[src/inc/anc_defines.vh]
/*
 * constants of the negotiation and configuration control block: register indices,
 * field positions, reset values and timing figures.
 * assumes inclusion by bare name from the core file; definitions only.
 */
`ifndef ANC_DEFINES_VH
`define ANC_DEFINES_VH

// ----------------------------------------
// register indices (byte address is four times the index)
// ----------------------------------------
`define ANC_IDX_CTRL 5'h00
`define ANC_IDX_STAT 5'h01
`define ANC_IDX_ADV 5'h04
`define ANC_IDX_LPA 5'h05
`define ANC_IDX_EXP 5'h06
`define ANC_IDX_SUM 5'h10
`define ANC_IDX_XCR 5'h19

// ----------------------------------------
// field positions
// ----------------------------------------
`define ANC_CTRL_SPEED 13
`define ANC_CTRL_NEGOTIATE_STRAP_ENABLE 12
`define ANC_CTRL_RESTART 9
`define ANC_CTRL_DUPLEX 8
`define ANC_XCR_AUTO 15
`define ANC_XCR_FORCE 14
`define ANC_LPA_RFAULT 13
`define ANC_LPA_NP 15
`define ANC_ABIL_HI 8
`define ANC_ABIL_LO 5

// ----------------------------------------
// fixed values
// ----------------------------------------
`define ANC_STAT_FIXED 16'h7849
`define ANC_SELECTOR 5'h01
`define ANC_PD_100_WORD 16'h0081
`define ANC_PD_10_WORD 16'h0021
`define ANC_XCR_RESET 16'h8000
`define ANC_CTRL_RESET 16'h1000
`define ANC_ADV_RESET 16'h01e1

// ----------------------------------------
// timing
// ----------------------------------------
`define ANC_BREAK_LINK_MS 1500
`define ANC_CLK_KHZ 100000
`define ANC_SWAP_CYCLES 1000

`endif

[src/core/anc_autoneg_ctrl.v]
/*
 * negotiation and link configuration control: straps, advertisement, partner
 * ability capture, priority resolution, parallel detection, break link timing
 * and cable pair crossover, with an ahb-lite register slave.
 * assumes link status and received pages arrive synchronous to hclk from the
 * receivers, and that the pulse encoder sends tx_page while flp_send is high.
 */
`timescale 1ns/10ps
`include "anc_defines.vh"

// Summary of operation
// RL1: negotiation strap low forces speed and duplex from the two select straps.
// RL2: negotiation strap high advertises ability sets chosen by the select straps.
// RL3: straps sampled at reset load advertisement bits 8 to 5.
// RL4: later basic control writes override the strap configuration at any time.
// RL5: while negotiating, advertisement register abilities are sent in pulse bursts.
// RL6: resolution priority 100 full, 100 half, 10 full, 10 half.
// RL7: negotiation off uses control speed and duplex bits; on ignores them.
// RL8: resolved speed reported in link status summary once link is up.
// RL9: basic status ability bits fixed set; four-pair ability bit clear.
// RL10: basic status shows complete, remote fault, link, preamble suppression.
// RL11: all abilities advertised by default; writes may clear any of them.
// RL12: base and next page words received are captured into partner ability.
// RL13: parallel detect loads 0081h or 0021h and leaves partner-able clear.
// RL14: expansion shows detect fault, partner and local next page, page, able.
// RL15: both receivers' link status drive parallel detection of the technology.
// RL16: parallel detect fault set when both good links are seen at once.
// RL17: writing one to control bit 9 restarts negotiation.
// RL18: loss of the negotiated link resumes negotiation.
// RL19: renegotiation halts transmit and pulses for the break link time.
// RL20: after forced start, software clears then sets bit 12 to negotiate.
// RL21: auto crossover uses negotiation and random seed; not in forced mode.
// RL22: crossover control bit 14 forces crossover regardless of other settings.
// RL23: sampled straps stay fixed until the next reset.
module anc_autoneg_ctrl #(
	parameter BREAK_CYCLES = `ANC_BREAK_LINK_MS * `ANC_CLK_KHZ,
	parameter SWAP_CYCLES = `ANC_SWAP_CYCLES
) (
	input wire hclk,
	input wire hresetn,
	input wire hclk_en,
	input wire hsel,
	input wire [31:0] haddr,
	input wire [1:0] htrans,
	input wire hwrite,
	input wire [2:0] hsize,
	input wire [31:0] hwdata,
	input wire hready,
	output wire hreadyout,
	output wire hresp,
	output wire [31:0] hrdata,
	input wire negotiate_strap_enable,
	input wire neg_select_hi,
	input wire neg_select_lo,
	input wire crossover_strap_enable,
	input wire link_10_good,
	input wire link_100_good,
	input wire rx_page_valid,
	input wire [15:0] rx_page,
	output wire flp_send,
	output wire [15:0] tx_page,
	output wire tx_halt,
	output wire speed_100,
	output wire full_duplex,
	output wire link_up,
	output wire mdi_crossover
);

// ----------------------------------------
// states and helpers
// ----------------------------------------
localparam ST_OFF = 2'd0;
localparam ST_BREAK = 2'd1;
localparam ST_ABIL = 2'd2;
localparam ST_DONE = 2'd3;
localparam [27:0] BREAK_LAST = BREAK_CYCLES - 1;
localparam [15:0] SWAP_LAST = SWAP_CYCLES - 1;

// common ability picked by priority; bit 2 marks a usable result
function [2:0] resolve;
	input [3:0] common;
	begin
		if (common[3]) begin
			resolve = 3'b111;
		end else if (common[2]) begin
			resolve = 3'b110;
		end else if (common[1]) begin
			resolve = 3'b101;
		end else if (common[0]) begin
			resolve = 3'b100;
		end else begin
			resolve = 3'b000;
		end
	end
endfunction

// ----------------------------------------
// registers
// ----------------------------------------
reg [1:0] state_r;
reg [27:0] break_cnt_r;
reg [15:0] swap_cnt_r;
reg [15:0] lfsr_r;
reg strap_done_r;
reg armed_r;
reg ctrl_speed_r;
reg ctrl_an_r;
reg ctrl_duplex_r;
reg [15:0] adv_r;
reg [15:0] lpa_r;
reg [15:0] xcr_r;
reg pd_fault_r;
reg page_rcvd_r;
reg lp_able_r;
reg res_100_r;
reg res_fd_r;
reg op_100_r;
reg op_fd_r;
reg link_r;
reg xover_r;
reg mdi_r;
reg wr_pend_r;
reg [4:0] wr_idx_r;
reg [31:0] hrdata_r;

wire an_on;
wire addr_ok;
wire rd_take;
wire wr_take;
wire [4:0] a_idx;
wire [15:0] wd;
wire wr_ctrl;
wire restart_req;
wire [2:0] res;
wire exp_read;
wire pd_one;
wire sel_link;
reg [15:0] rd_val;
reg [3:0] strap_adv;

assign an_on = ctrl_an_r & armed_r; // [RL20]
assign addr_ok = hsel & hready & htrans[1] & hclk_en;
assign rd_take = addr_ok & ~hwrite;
assign wr_take = addr_ok & hwrite;
assign a_idx = haddr[6:2];
assign wd = hwdata[15:0];
assign wr_ctrl = wr_pend_r & hclk_en & (wr_idx_r == `ANC_IDX_CTRL);
assign restart_req = wr_ctrl & wd[`ANC_CTRL_RESTART] & an_on; // [RL17]
assign res = resolve(adv_r[`ANC_ABIL_HI:`ANC_ABIL_LO] & lpa_r[`ANC_ABIL_HI:`ANC_ABIL_LO]); // [RL6]
assign exp_read = rd_take & (a_idx == `ANC_IDX_EXP);
assign pd_one = link_10_good ^ link_100_good; // [RL15]
assign sel_link = (an_on ? res_100_r : ctrl_speed_r) ? link_100_good : link_10_good;

// ----------------------------------------
// ahb-lite slave
// ----------------------------------------
// a read right behind a write waits one cycle so it sees the new value
assign hreadyout = hclk_en & ~(wr_pend_r & hsel & htrans[1] & ~hwrite);
assign hresp = 1'b0;
assign hrdata = hrdata_r;

always @* begin
	rd_val = 16'h0000;
	case (a_idx)
		`ANC_IDX_CTRL: begin
			rd_val = {2'b00, ctrl_speed_r, ctrl_an_r, 3'b000, ctrl_duplex_r, 8'h00};
		end
		`ANC_IDX_STAT: begin
			rd_val = `ANC_STAT_FIXED; // [RL9]
			rd_val[5] = (state_r == ST_DONE); // [RL10]
			rd_val[4] = lpa_r[`ANC_LPA_RFAULT];
			rd_val[2] = link_r;
		end
		`ANC_IDX_ADV: begin
			rd_val = adv_r;
		end
		`ANC_IDX_LPA: begin
			rd_val = lpa_r;
		end
		`ANC_IDX_EXP: begin
			rd_val = {11'h000, pd_fault_r, lpa_r[`ANC_LPA_NP], 1'b0, page_rcvd_r, lp_able_r}; // [RL14]
		end
		`ANC_IDX_SUM: begin
			rd_val = {11'h000, (state_r == ST_DONE), 1'b0, op_fd_r, ~op_100_r & link_r, link_r}; // [RL8]
		end
		`ANC_IDX_XCR: begin
			rd_val = xcr_r;
		end
		default: begin
			rd_val = 16'h0000;
		end
	endcase
end

always @(posedge hclk or negedge hresetn) begin
	if (!hresetn) begin
		wr_pend_r <= 1'b0;
		wr_idx_r <= 5'h00;
		hrdata_r <= 32'h0000_0000;
	end else if (hclk_en) begin
		if (wr_pend_r) begin
			wr_pend_r <= 1'b0;
		end else if (wr_take) begin
			wr_pend_r <= 1'b1;
			wr_idx_r <= a_idx;
		end
		if (rd_take) begin
			hrdata_r <= {16'h0000, rd_val};
		end
	end
end

// ----------------------------------------
// straps and software registers
// ----------------------------------------
always @* begin
	strap_adv = 4'b1111; // [RL11]
	if (negotiate_strap_enable) begin
		case ({neg_select_hi, neg_select_lo}) // [RL2]
			2'b00: begin
				strap_adv = 4'b0011;
			end
			2'b01: begin
				strap_adv = 4'b1100;
			end
			2'b10: begin
				strap_adv = 4'b0101;
			end
			default: begin
				strap_adv = 4'b1111;
			end
		endcase
	end
end

always @(posedge hclk or negedge hresetn) begin
	if (!hresetn) begin
		strap_done_r <= 1'b0;
		armed_r <= 1'b1;
		ctrl_speed_r <= 1'b0;
		ctrl_an_r <= 1'b1;
		ctrl_duplex_r <= 1'b0;
		adv_r <= `ANC_ADV_RESET;
		xcr_r <= `ANC_XCR_RESET;
	end else if (hclk_en) begin
		if (!strap_done_r) begin
			// one capture after release; pins are not looked at again [RL23]
			strap_done_r <= 1'b1;
			armed_r <= negotiate_strap_enable;
			ctrl_an_r <= negotiate_strap_enable;
			ctrl_speed_r <= neg_select_hi; // [RL1]
			ctrl_duplex_r <= neg_select_lo;
			adv_r <= {7'h00, strap_adv, `ANC_SELECTOR}; // [RL3]
			xcr_r[`ANC_XCR_AUTO] <= crossover_strap_enable; // [RL21]
		end else if (wr_pend_r) begin
			case (wr_idx_r)
				`ANC_IDX_CTRL: begin
					ctrl_speed_r <= wd[`ANC_CTRL_SPEED]; // [RL4]
					ctrl_an_r <= wd[`ANC_CTRL_NEGOTIATE_STRAP_ENABLE];
					ctrl_duplex_r <= wd[`ANC_CTRL_DUPLEX];
					if (!wd[`ANC_CTRL_NEGOTIATE_STRAP_ENABLE]) begin
						armed_r <= 1'b1; // [RL20]
					end
				end
				`ANC_IDX_ADV: begin
					adv_r <= wd; // [RL11]
				end
				`ANC_IDX_XCR: begin
					xcr_r <= wd;
				end
				default: begin
					xcr_r <= xcr_r;
				end
			endcase
		end
	end
end

// ----------------------------------------
// negotiation sequencer
// ----------------------------------------
always @(posedge hclk or negedge hresetn) begin
	if (!hresetn) begin
		state_r <= ST_OFF;
		break_cnt_r <= 28'h0000000;
		lpa_r <= 16'h0000;
		pd_fault_r <= 1'b0;
		page_rcvd_r <= 1'b0;
		lp_able_r <= 1'b0;
		res_100_r <= 1'b0;
		res_fd_r <= 1'b0;
	end else if (hclk_en) begin
		// clear on read; a new event in the same cycle keeps its flag
		if (exp_read) begin
			pd_fault_r <= 1'b0;
			page_rcvd_r <= 1'b0;
		end
		if (!an_on) begin
			state_r <= ST_OFF; // [RL7]
		end else if (restart_req) begin
			state_r <= ST_BREAK; // [RL17]
			break_cnt_r <= 28'h0000000;
		end else begin
			case (state_r)
				ST_OFF: begin
					state_r <= ST_BREAK; // [RL19]
					break_cnt_r <= 28'h0000000;
				end
				ST_BREAK: begin
					lp_able_r <= 1'b0;
					if (break_cnt_r == BREAK_LAST) begin
						state_r <= ST_ABIL; // [RL19]
					end else begin
						break_cnt_r <= break_cnt_r + 28'h0000001;
					end
				end
				ST_ABIL: begin
					if (rx_page_valid) begin
						lpa_r <= rx_page; // [RL12]
						page_rcvd_r <= 1'b1;
						lp_able_r <= 1'b1;
					end else if (lp_able_r && res[2]) begin
						state_r <= ST_DONE;
						res_100_r <= res[1];
						res_fd_r <= res[0];
					end else if (!lp_able_r && pd_one) begin
						state_r <= ST_DONE; // [RL15]
						res_100_r <= link_100_good;
						res_fd_r <= 1'b0;
						lpa_r <= link_100_good ? `ANC_PD_100_WORD : `ANC_PD_10_WORD; // [RL13]
					end else if (!lp_able_r && link_10_good && link_100_good) begin
						pd_fault_r <= 1'b1; // [RL16]
					end
				end
				ST_DONE: begin
					if (!sel_link) begin
						state_r <= ST_BREAK; // [RL18]
						break_cnt_r <= 28'h0000000;
					end
				end
				default: begin
					state_r <= ST_OFF;
				end
			endcase
		end
	end
end

// ----------------------------------------
// operating mode and link
// ----------------------------------------
always @(posedge hclk or negedge hresetn) begin
	if (!hresetn) begin
		op_100_r <= 1'b0;
		op_fd_r <= 1'b0;
		link_r <= 1'b0;
	end else if (hclk_en) begin
		op_100_r <= an_on ? res_100_r : ctrl_speed_r; // [RL7]
		op_fd_r <= an_on ? res_fd_r : ctrl_duplex_r;
		link_r <= (!an_on || state_r == ST_DONE) && sel_link; // [RL8]
	end
end

// ----------------------------------------
// crossover
// ----------------------------------------
// the random seed keeps two auto ends from swapping in lockstep forever
always @(posedge hclk or negedge hresetn) begin
	if (!hresetn) begin
		lfsr_r <= 16'hace1;
		swap_cnt_r <= 16'h0000;
		xover_r <= 1'b0;
		mdi_r <= 1'b0;
	end else if (hclk_en) begin
		lfsr_r <= {lfsr_r[14:0], lfsr_r[15] ^ lfsr_r[13] ^ lfsr_r[12] ^ lfsr_r[10]};
		if (xcr_r[`ANC_XCR_AUTO] && an_on && state_r == ST_ABIL && !lp_able_r) begin
			if (swap_cnt_r == SWAP_LAST) begin
				swap_cnt_r <= 16'h0000;
				xover_r <= xover_r ^ lfsr_r[0]; // [RL21]
			end else begin
				swap_cnt_r <= swap_cnt_r + 16'h0001;
			end
		end else begin
			swap_cnt_r <= 16'h0000;
		end
		mdi_r <= xcr_r[`ANC_XCR_FORCE] | (xcr_r[`ANC_XCR_AUTO] & an_on & xover_r); // [RL22]
	end
end

// ----------------------------------------
// link side outputs
// ----------------------------------------
assign flp_send = an_on & (state_r == ST_ABIL); // [RL5]
assign tx_page = adv_r; // [RL5]
assign tx_halt = an_on & (state_r == ST_BREAK); // [RL19]
assign speed_100 = op_100_r;
assign full_duplex = op_fd_r;
assign link_up = link_r;
assign mdi_crossover = mdi_r;

endmodule // anc_autoneg_ctrl

[config.mk]
export PLATFORM = sky130hd
export DESIGN_NAME = anc_autoneg_ctrl
export DESIGN_NICKNAME = d
export VERILOG_FILES = /design/src/core/anc_autoneg_ctrl.v
export VERILOG_INCLUDE_DIRS = /design/src /design/src/inc
export SDC_FILE = /design/constraint.sdc
export NUM_CORES = 1
export LEC_CHECK = 0
export CORE_MARGIN = 5
export CORE_UTILIZATION = 40
export CTS_BUF_LIST = sky130_fd_sc_hd__clkbuf_8
export DETAILED_ROUTE_END_ITERATION = 10
export DONT_BUFFER_PORTS = 1
export HOLD_SLACK_MARGIN = 0.06
export PLACE_DENSITY_LB_ADDON = 0.2
export SYNTH_ARGS = -nofsm -noshare
export SYNTH_HDL_FRONTEND = slang
export SYNTH_SLANG_ARGS = --single-unit
[constraint.sdc]
create_clock -name hclk -period 5.2 [get_ports hclk]
set_input_delay 0.52 -clock hclk [delete_from_list [all_inputs] [get_ports hclk]]
set_output_delay 0.52 -clock hclk [all_outputs]
set_load 0.01 [all_outputs]
**Word-level counts from Yosys, hierarchy flattened**

Cells that the tools add are included.

- Multiply operators: 0
- Bitwise logic cells: 33
- $add $sub $neg: 2
- Eq/ne operators: 28
- Order comparisons: 0
- Reductions and logical operators: 32
- Div/mod/pow operators: 0
- Shift-type cells: 0
- Muxes and demuxes: 68

Operators with widths:

| operator | number |
|---|---|
| 2-to-1 mux 16 bit | 10 |
| case mux 16 bit (7 select lines) | 1 |
| 2-to-1 mux 28 bit | 3 |
| case mux 28 bit (3 select lines) | 1 |
| 2-to-1 mux 1 bit | 37 |
| adder 28 x 1 -> 28 bit, second input constant | 1 |
| equality test 28 bit, second input constant | 1 |
| AND 1 bit | 20 |
| equality test 5 x 3 -> 1 bit, second input constant | 4 |
| adder 16 x 1 -> 16 bit, second input constant | 1 |
| equality test 16 x 10 -> 1 bit, second input constant | 1 |
| equality test 5 bit, second input constant | 3 |
| AND reduction 3 bit | 5 |
| AND reduction 5 bit | 3 |
| 2-to-1 mux 2 bit | 7 |
| 2-to-1 mux 3 bit | 4 |
| != test 4 bit, second input constant | 3 |
| case mux 4 bit (3 select lines) | 1 |
| AND reduction 6 bit | 2 |
| logical NOT 5 bit | 2 |
| logical AND 1 bit | 8 |
| 2-to-1 mux 8 bit | 1 |
| != test 2 x 1 -> 1 bit, second input constant | 4 |
| case mux 2 bit (4 select lines) | 1 |
| 19 further kinds | 39 |

- Bits in read-only memories: 0
- Bits in latches: 0
- Memories kept: 0
- Input bits: 98
- Output and inout bits: 56
- Logic and storage cells: 189
- Memory bits (writable): 0
- Register bits after elaboration: 147

**Depth between registers and ports, before layout**

- Depth after elaboration: 13
- Mapped depth: 9
- Gate-level depth less buffers: 8

**Worst setup path before layout**

Ideal clock, no wire load.

- Path kind: reg-to-reg
- Start: register break_cnt_r[19]
- End: register state_r[1]
- Period minus slack after synthesis: 1.973 ns
- Setup slack: 3.227 ns
- Data arrival time: 1.852 ns
- Data required time: 5.078 ns
- Cell stages (with the launch flop): 7
- Library setup time: 0.122 ns
- Buffers on the path: 0
- Path through: dfrtp_1 -> or4_4 -> nor3_2 -> nand4_1 -> a221oi_2 -> o21ai_1 -> a32o_1

- Longest elaborated chain between the ends: 3

Ends and longest elaborated chain:

| item | line | text |
|---|---|---|
| from (decl) | anc_autoneg_ctrl.v:101 | `reg [27:0] break_cnt_r;` |
| from (signal assigned) | anc_autoneg_ctrl.v:314 | `break_cnt_r <= break_cnt_r + 28'h0000001;` |
| equality test 28 bit | anc_autoneg_ctrl.v:311 | `if (break_cnt_r == BREAK_LAST) begin` |
| != test 4 bit (no source line) | - |  |
| AND reduction 5 bit (no source line) | - |  |
| to (signal assigned) | anc_autoneg_ctrl.v:306 | `state_r <= ST_BREAK;` |
| to (signal assigned) | anc_autoneg_ctrl.v:312 | `state_r <= ST_ABIL;` |
| to (signal assigned) | anc_autoneg_ctrl.v:323 | `state_r <= ST_DONE;` |
| to (decl) | anc_autoneg_ctrl.v:100 | `reg [1:0] state_r;` |

No other way between the ends.
A chain may end at the register's enable or synchronous reset.

**Worst setup path after layout**

- Start: register swap_cnt_r[0]
- End: register swap_cnt_r[6]

- Longest elaborated chain between the ends: 3
- Elaborated cells on any way between the ends: 4
- Those cells by class: 1 x add/sub; 1 x eq/ne; 2 x mux

Ends and longest elaborated chain:

| item | line | text |
|---|---|---|
| from (decl) | anc_autoneg_ctrl.v:102 | `reg [15:0] swap_cnt_r;` |
| from (signal assigned) | anc_autoneg_ctrl.v:381 | `swap_cnt_r <= swap_cnt_r + 16'h0001;` |
| adder 16 x 1 -> 16 bit or equality test 16 x 10 -> 1 bit (tied branches) | anc_autoneg_ctrl.v:381, anc_autoneg_ctrl.v:377 |  |
| 2-to-1 mux 16 bit (*) | anc_autoneg_ctrl.v:377 | `if (swap_cnt_r == SWAP_LAST) begin` |
| 2-to-1 mux 16 bit (*) | anc_autoneg_ctrl.v:376 | `` if (xcr_r[`ANC_XCR_AUTO] && an_on && state_r == ST_ABIL && !lp_able_r) begin `` |

Every way passes the cells marked *; elsewhere a longest branch is shown, timed or not.

==> summary.md <==
| Metric | Value |
|---|---|
| Status | `finished clean` |
| Top flip-flop cell by instance count after synthesis | `dfrtp_1` |
| Leakage component of the power | `about 0.0035 µW` |
| Worst slack at placement | `2.358 ns` |
| Worst Path Buf+Inv | `1` |
| Postcts setup bufs | `0` |
| Half-perimeter wire length after detailed placement | `around 13000 µm` |
| Setup TNS Final | `0 ns` |
| Pins over their slew limit | `0` |
| Largest stage delay on the critical path | `between 0.7 and 0.8 ns` |
| Final standard cell area without fillers | `7940 µm²` |
| Initial Utilization | `roughly two fifths` |
| Reg-to-reg critical path startpoint | `swap_cnt_r[0]` |
| Multi-input gate area in the final layout | `3398 µm²` |
| Worst relative slew slack | `around a third` |
| Synthesized area | `about 7400 µm²` |
| DP Area | `~7500 µm²` |
| Die Outline Area | `21270 µm²` |
| First drt pass iteration count | `5` |
| Number of different library cells in the post-synthesis netlist | `between 60 and 70` |
| Total power per unit cell area | `385.2 nW/µm²` |
| Worst-case vdd ir drop | `between 0.00015 and 0.0002 V` |
| CP Data Required Time | `between 5 and 6 ns` |
| Die width | `between 100 and 150 µm` |
| Path type of the worst setup path | `flip-flop to flip-flop` |
| Worst hold path class | `input pin to async pin` |
| Post-cts resize count | `0` |
| Post-route DRC violation count | `0` |
| Critical-path cell list | `ha_1 > nor4bb_1 > nand4_1 > o21ai_1 > inv_1 > a21o_1 > mux2_2` |
| Number of hold-repair buffers added at the cts stage | `1` |
| Avg Synthesized Cell Area | `10.08 µm²` |
| Number of failing setup endpoints in the final timing report | `0` |
| Maximum achievable frequency | `around 350 MHz` |
| Critical path depth in cells | `7` |
| I/O Pins | `about 150` |
| Final count of hold timing violations | `0` |
| Crit Path Max Fanout | `15` |
| Pin count of the biggest net entering global routing | `148` |
| Unrepaired setup endpoints after global routing | `false` |
| Portion of the post-synthesis area used by sequential elements | `~50%` |
| Post-route minimum period | `roughly 2.9 ns` |
| Later-pin clock latency in the skew report | `between 0.4 and 0.5 ns` |
| H-tree levels | `4` |
| Post-route clock skew | `0.01792 ns` |
| Footprint of the flip-flops and latches | `roughly 3700 µm²` |
| Number of antenna violations at the first check in global routing | `0` |
| Max-cap violations | `0` |
| Clock slew at the register clock pins of the worst setup and hold paths | `0.08 ns` |
| Routability Congestion | `0.8507` |
| Number of global-route vias before repair | `approximately 5600` |
| Area inside the core boundary | `18090 µm²` |
| Port Buffer Count | `0` |
| Total number of vias | `approximately 5800` |
| DRT iter0 DRCs | `between 500 and 600` |
| Via-per-instance ratio | `a little under 6` |
| Number of nets in the layout | `around 840` |
| Total number of yosys warnings | `0` |
| Antenna diode instance count | `0` |
| Final clock period utilization by the worst path | `between 50% and 60%` |
| Final worst slack | `2.326 ns` |
| Growth of design area from synthesis to finish | `7.578%` |
| Deepest clock path buffer count | `2` |
| Critical Path Sink Type | `flip-flop` |
| Data arrival time of the critical path | `about 3.2 ns` |
| Number of buffers added by the clock tree synthesis step | `17` |
| Worst-case reg-to-reg path depth | `7` |
| Fillers | `1678` |
| Wire per inst | `just under 20 µm` |
| Std-Cell Rows | `about 50` |
| Fraction of layout cells with a size suffix above 1 | `~15%` |
| Largest delay share family, worst path | `compound AO/OA/AOI/OAI gates` |
| Startpoint type of the worst setup path | `flip-flop` |
| Sink count of the clock tree | `147` |
| Global-route wire length before repair | `a little over 30000 µm` |
| Buffer type at the clock tree root | `clkbuf_8` |
| Post-detailed-route count of antenna-violating nets | `0` |
| Worst Tran Pin Value | `roughly 0.97 ns` |
| Die height | `about 150 µm` |
| Cell at the slowest stage of the critical path | `o21ai_1` |
| Final wirelength | `19210 µm` |
| Overall global routing resource usage | `17.98%` |
| EDFF count, synth | `0` |
| CTS tree | `done` |
| Congestion Overflow GR | `0` |
| Post-synthesis sequential element count | `147` |
| Gate count after technology mapping | `732` |
| CP Launch Point | `swap_cnt_r[0]` |
| R2R Setup Slk | `around 2.3 ns` |
| Fraction of registers with async set or reset after synthesis | `100.0%` |
==> Yosys cell counts (2+ instances only) <==
cell,instances,share of area (%)
a211oi_1,3,0.31
a21o_1,4,0.41
a21oi_1,35,2.4
a221oi_1,4,0.47
a222oi_1,8,1.1
a22o_1,35,4.2
a22oi_1,10,1.0
a31oi_1,28,2.4
a32o_1,2,0.27
and2_1,6,0.51
and3_1,14,1.2
and4_1,3,0.36
buf_2,7,0.47
buf_4,18,1.8
clkbuf_1,18,0.92
clkbuf_8,2,0.37
dfrtp_1,131,44
dfstp_2,16,5.7
ha_1,9,1.5
inv_1,16,0.81
mux2_2,38,5.8
mux2i_1,8,1.1
nand2_1,79,4.0
nand2b_1,7,0.59
nand3_1,19,1.3
nand3b_1,2,0.20
nand4_1,18,1.5
nand4b_1,2,0.24
nor2_1,51,2.6
nor2b_1,3,0.25
nor3_1,7,0.47
nor3b_1,2,0.20
nor4_1,4,0.34
nor4b_1,2,0.24
nor4bb_1,2,0.27
o211ai_1,2,0.20
o21ai_0,76,5.2
o21ai_1,5,0.34
o31ai_1,5,0.51
or3_1,2,0.17
xnor2_1,4,0.47
==> path summary, 6_finish.rpt <==
kind / to
setup / recovery: swap_cnt_r[6]
hold / removal: tx_page[4]
setup reg to reg: swap_cnt_r[6]
hold reg to reg: xover_r
max in group asynchronous: lfsr_r[9]
min in group hclk: xcr_r[15]
==> kinds of logic after synthesis <==
family | Yosys count | synth area share (%)
and+or+nand+nor | 234 | 16.26
adders and majority gates | 9 | 1.526
other | 1 | 0.05081
buffers and inverters | 64 | 4.730
DFF | 147 | 50.11
muxes | 46 | 6.883
AOI/OAI and AO/OA | 226 | 19.85
xor gates and xnor gates | 5 | 0.5933
==> registers in the layout, summed over array words and instances, names as in the netlist, 2 cells and up <==
register,flops
xcr_r,16
lpa_r,16
wr_idx_r,5
lfsr_r,16
tx_page,16
break_cnt_r,28
state_r,2
hrdata,16
swap_cnt_r,16
==> layout make-up <==
class                   count  share of cell area (%)
clock buffers              18                   3.120
clock inverters            14                   2.033
inverters                  16                  0.7564
multi-input cells         537                   42.80
flip-flops and latches    147                   46.58
well taps                 229                   3.609
repair buffers              9                   1.103
==> per-stage QoR <==
stage / std cells / util [%] / power, µW / hold WS [ns]
3_3_place_gp: 937 / 41.49 / 2096 / 0.2299
3_5_place_dp: 937 / 41.49 / 2127 / 0.2291
2_1_floorplan: 748 / - / 1987 / 0.2244
6_report: 970 / 43.90 / 3059 / 0.08088
4_1_cts: 970 / 43.90 / 3087 / 0.09271
5_1_grt: 970 / 43.90 / 3236 / 0.09912
==> layer usage <==
layer  part of all wire (%)  track usage (%)  up-vias
li1                       -                -     2681
met1                     42            22.22     2923
met2                     50            30.36      162
met3                    6.0            4.858       24
met4                    1.9            6.363        0
met5                      0                0        -
==> power breakdown <==
group	leakage, µW	switching, µW	total, µW	internal [µW]
registers	0.00193	193	1570	1380
logic	0.00134	298	560	263
clock network	0.000214	442	928	486
total	0.00348	933	3060	2130
==> placed cells by master (no fill, tap or decap), types with 3 or more instances in the layout <==
cell type  netlist  final
nor4_1           4      4
a222oi_1         8      8
nand2_1         79     79
ha_1             9      9
conb_1           1     17
dfrtp_1        131    131
buf_4           18      8
a211oi_1         3      3
clkbuf_8         2     18
a221oi_1         4      4
and2_1           6      6
bufinv_16        0      3
xnor2_1          4      4
and3_1          14     14
a21oi_1         35     35
o31ai_1          5      5
mux2_2          38     38
a22oi_1         10     10
nor2b_1          3      3
nand3_1         19     19
mux2i_1          8      8
dfstp_2         16     16
and4_1           3      3
clkinv_2         0      5
a31oi_1         28     28
o21ai_1          5      5
inv_1           16     17
a22o_1          35     35
nor3_1           7      6
nand4_1         18     18
o21ai_0         76     76
a21o_1           4      4
nor2_1          51     51
nand2b_1         7      7
No activity file was read; power rests on OpenSTA's default activity.
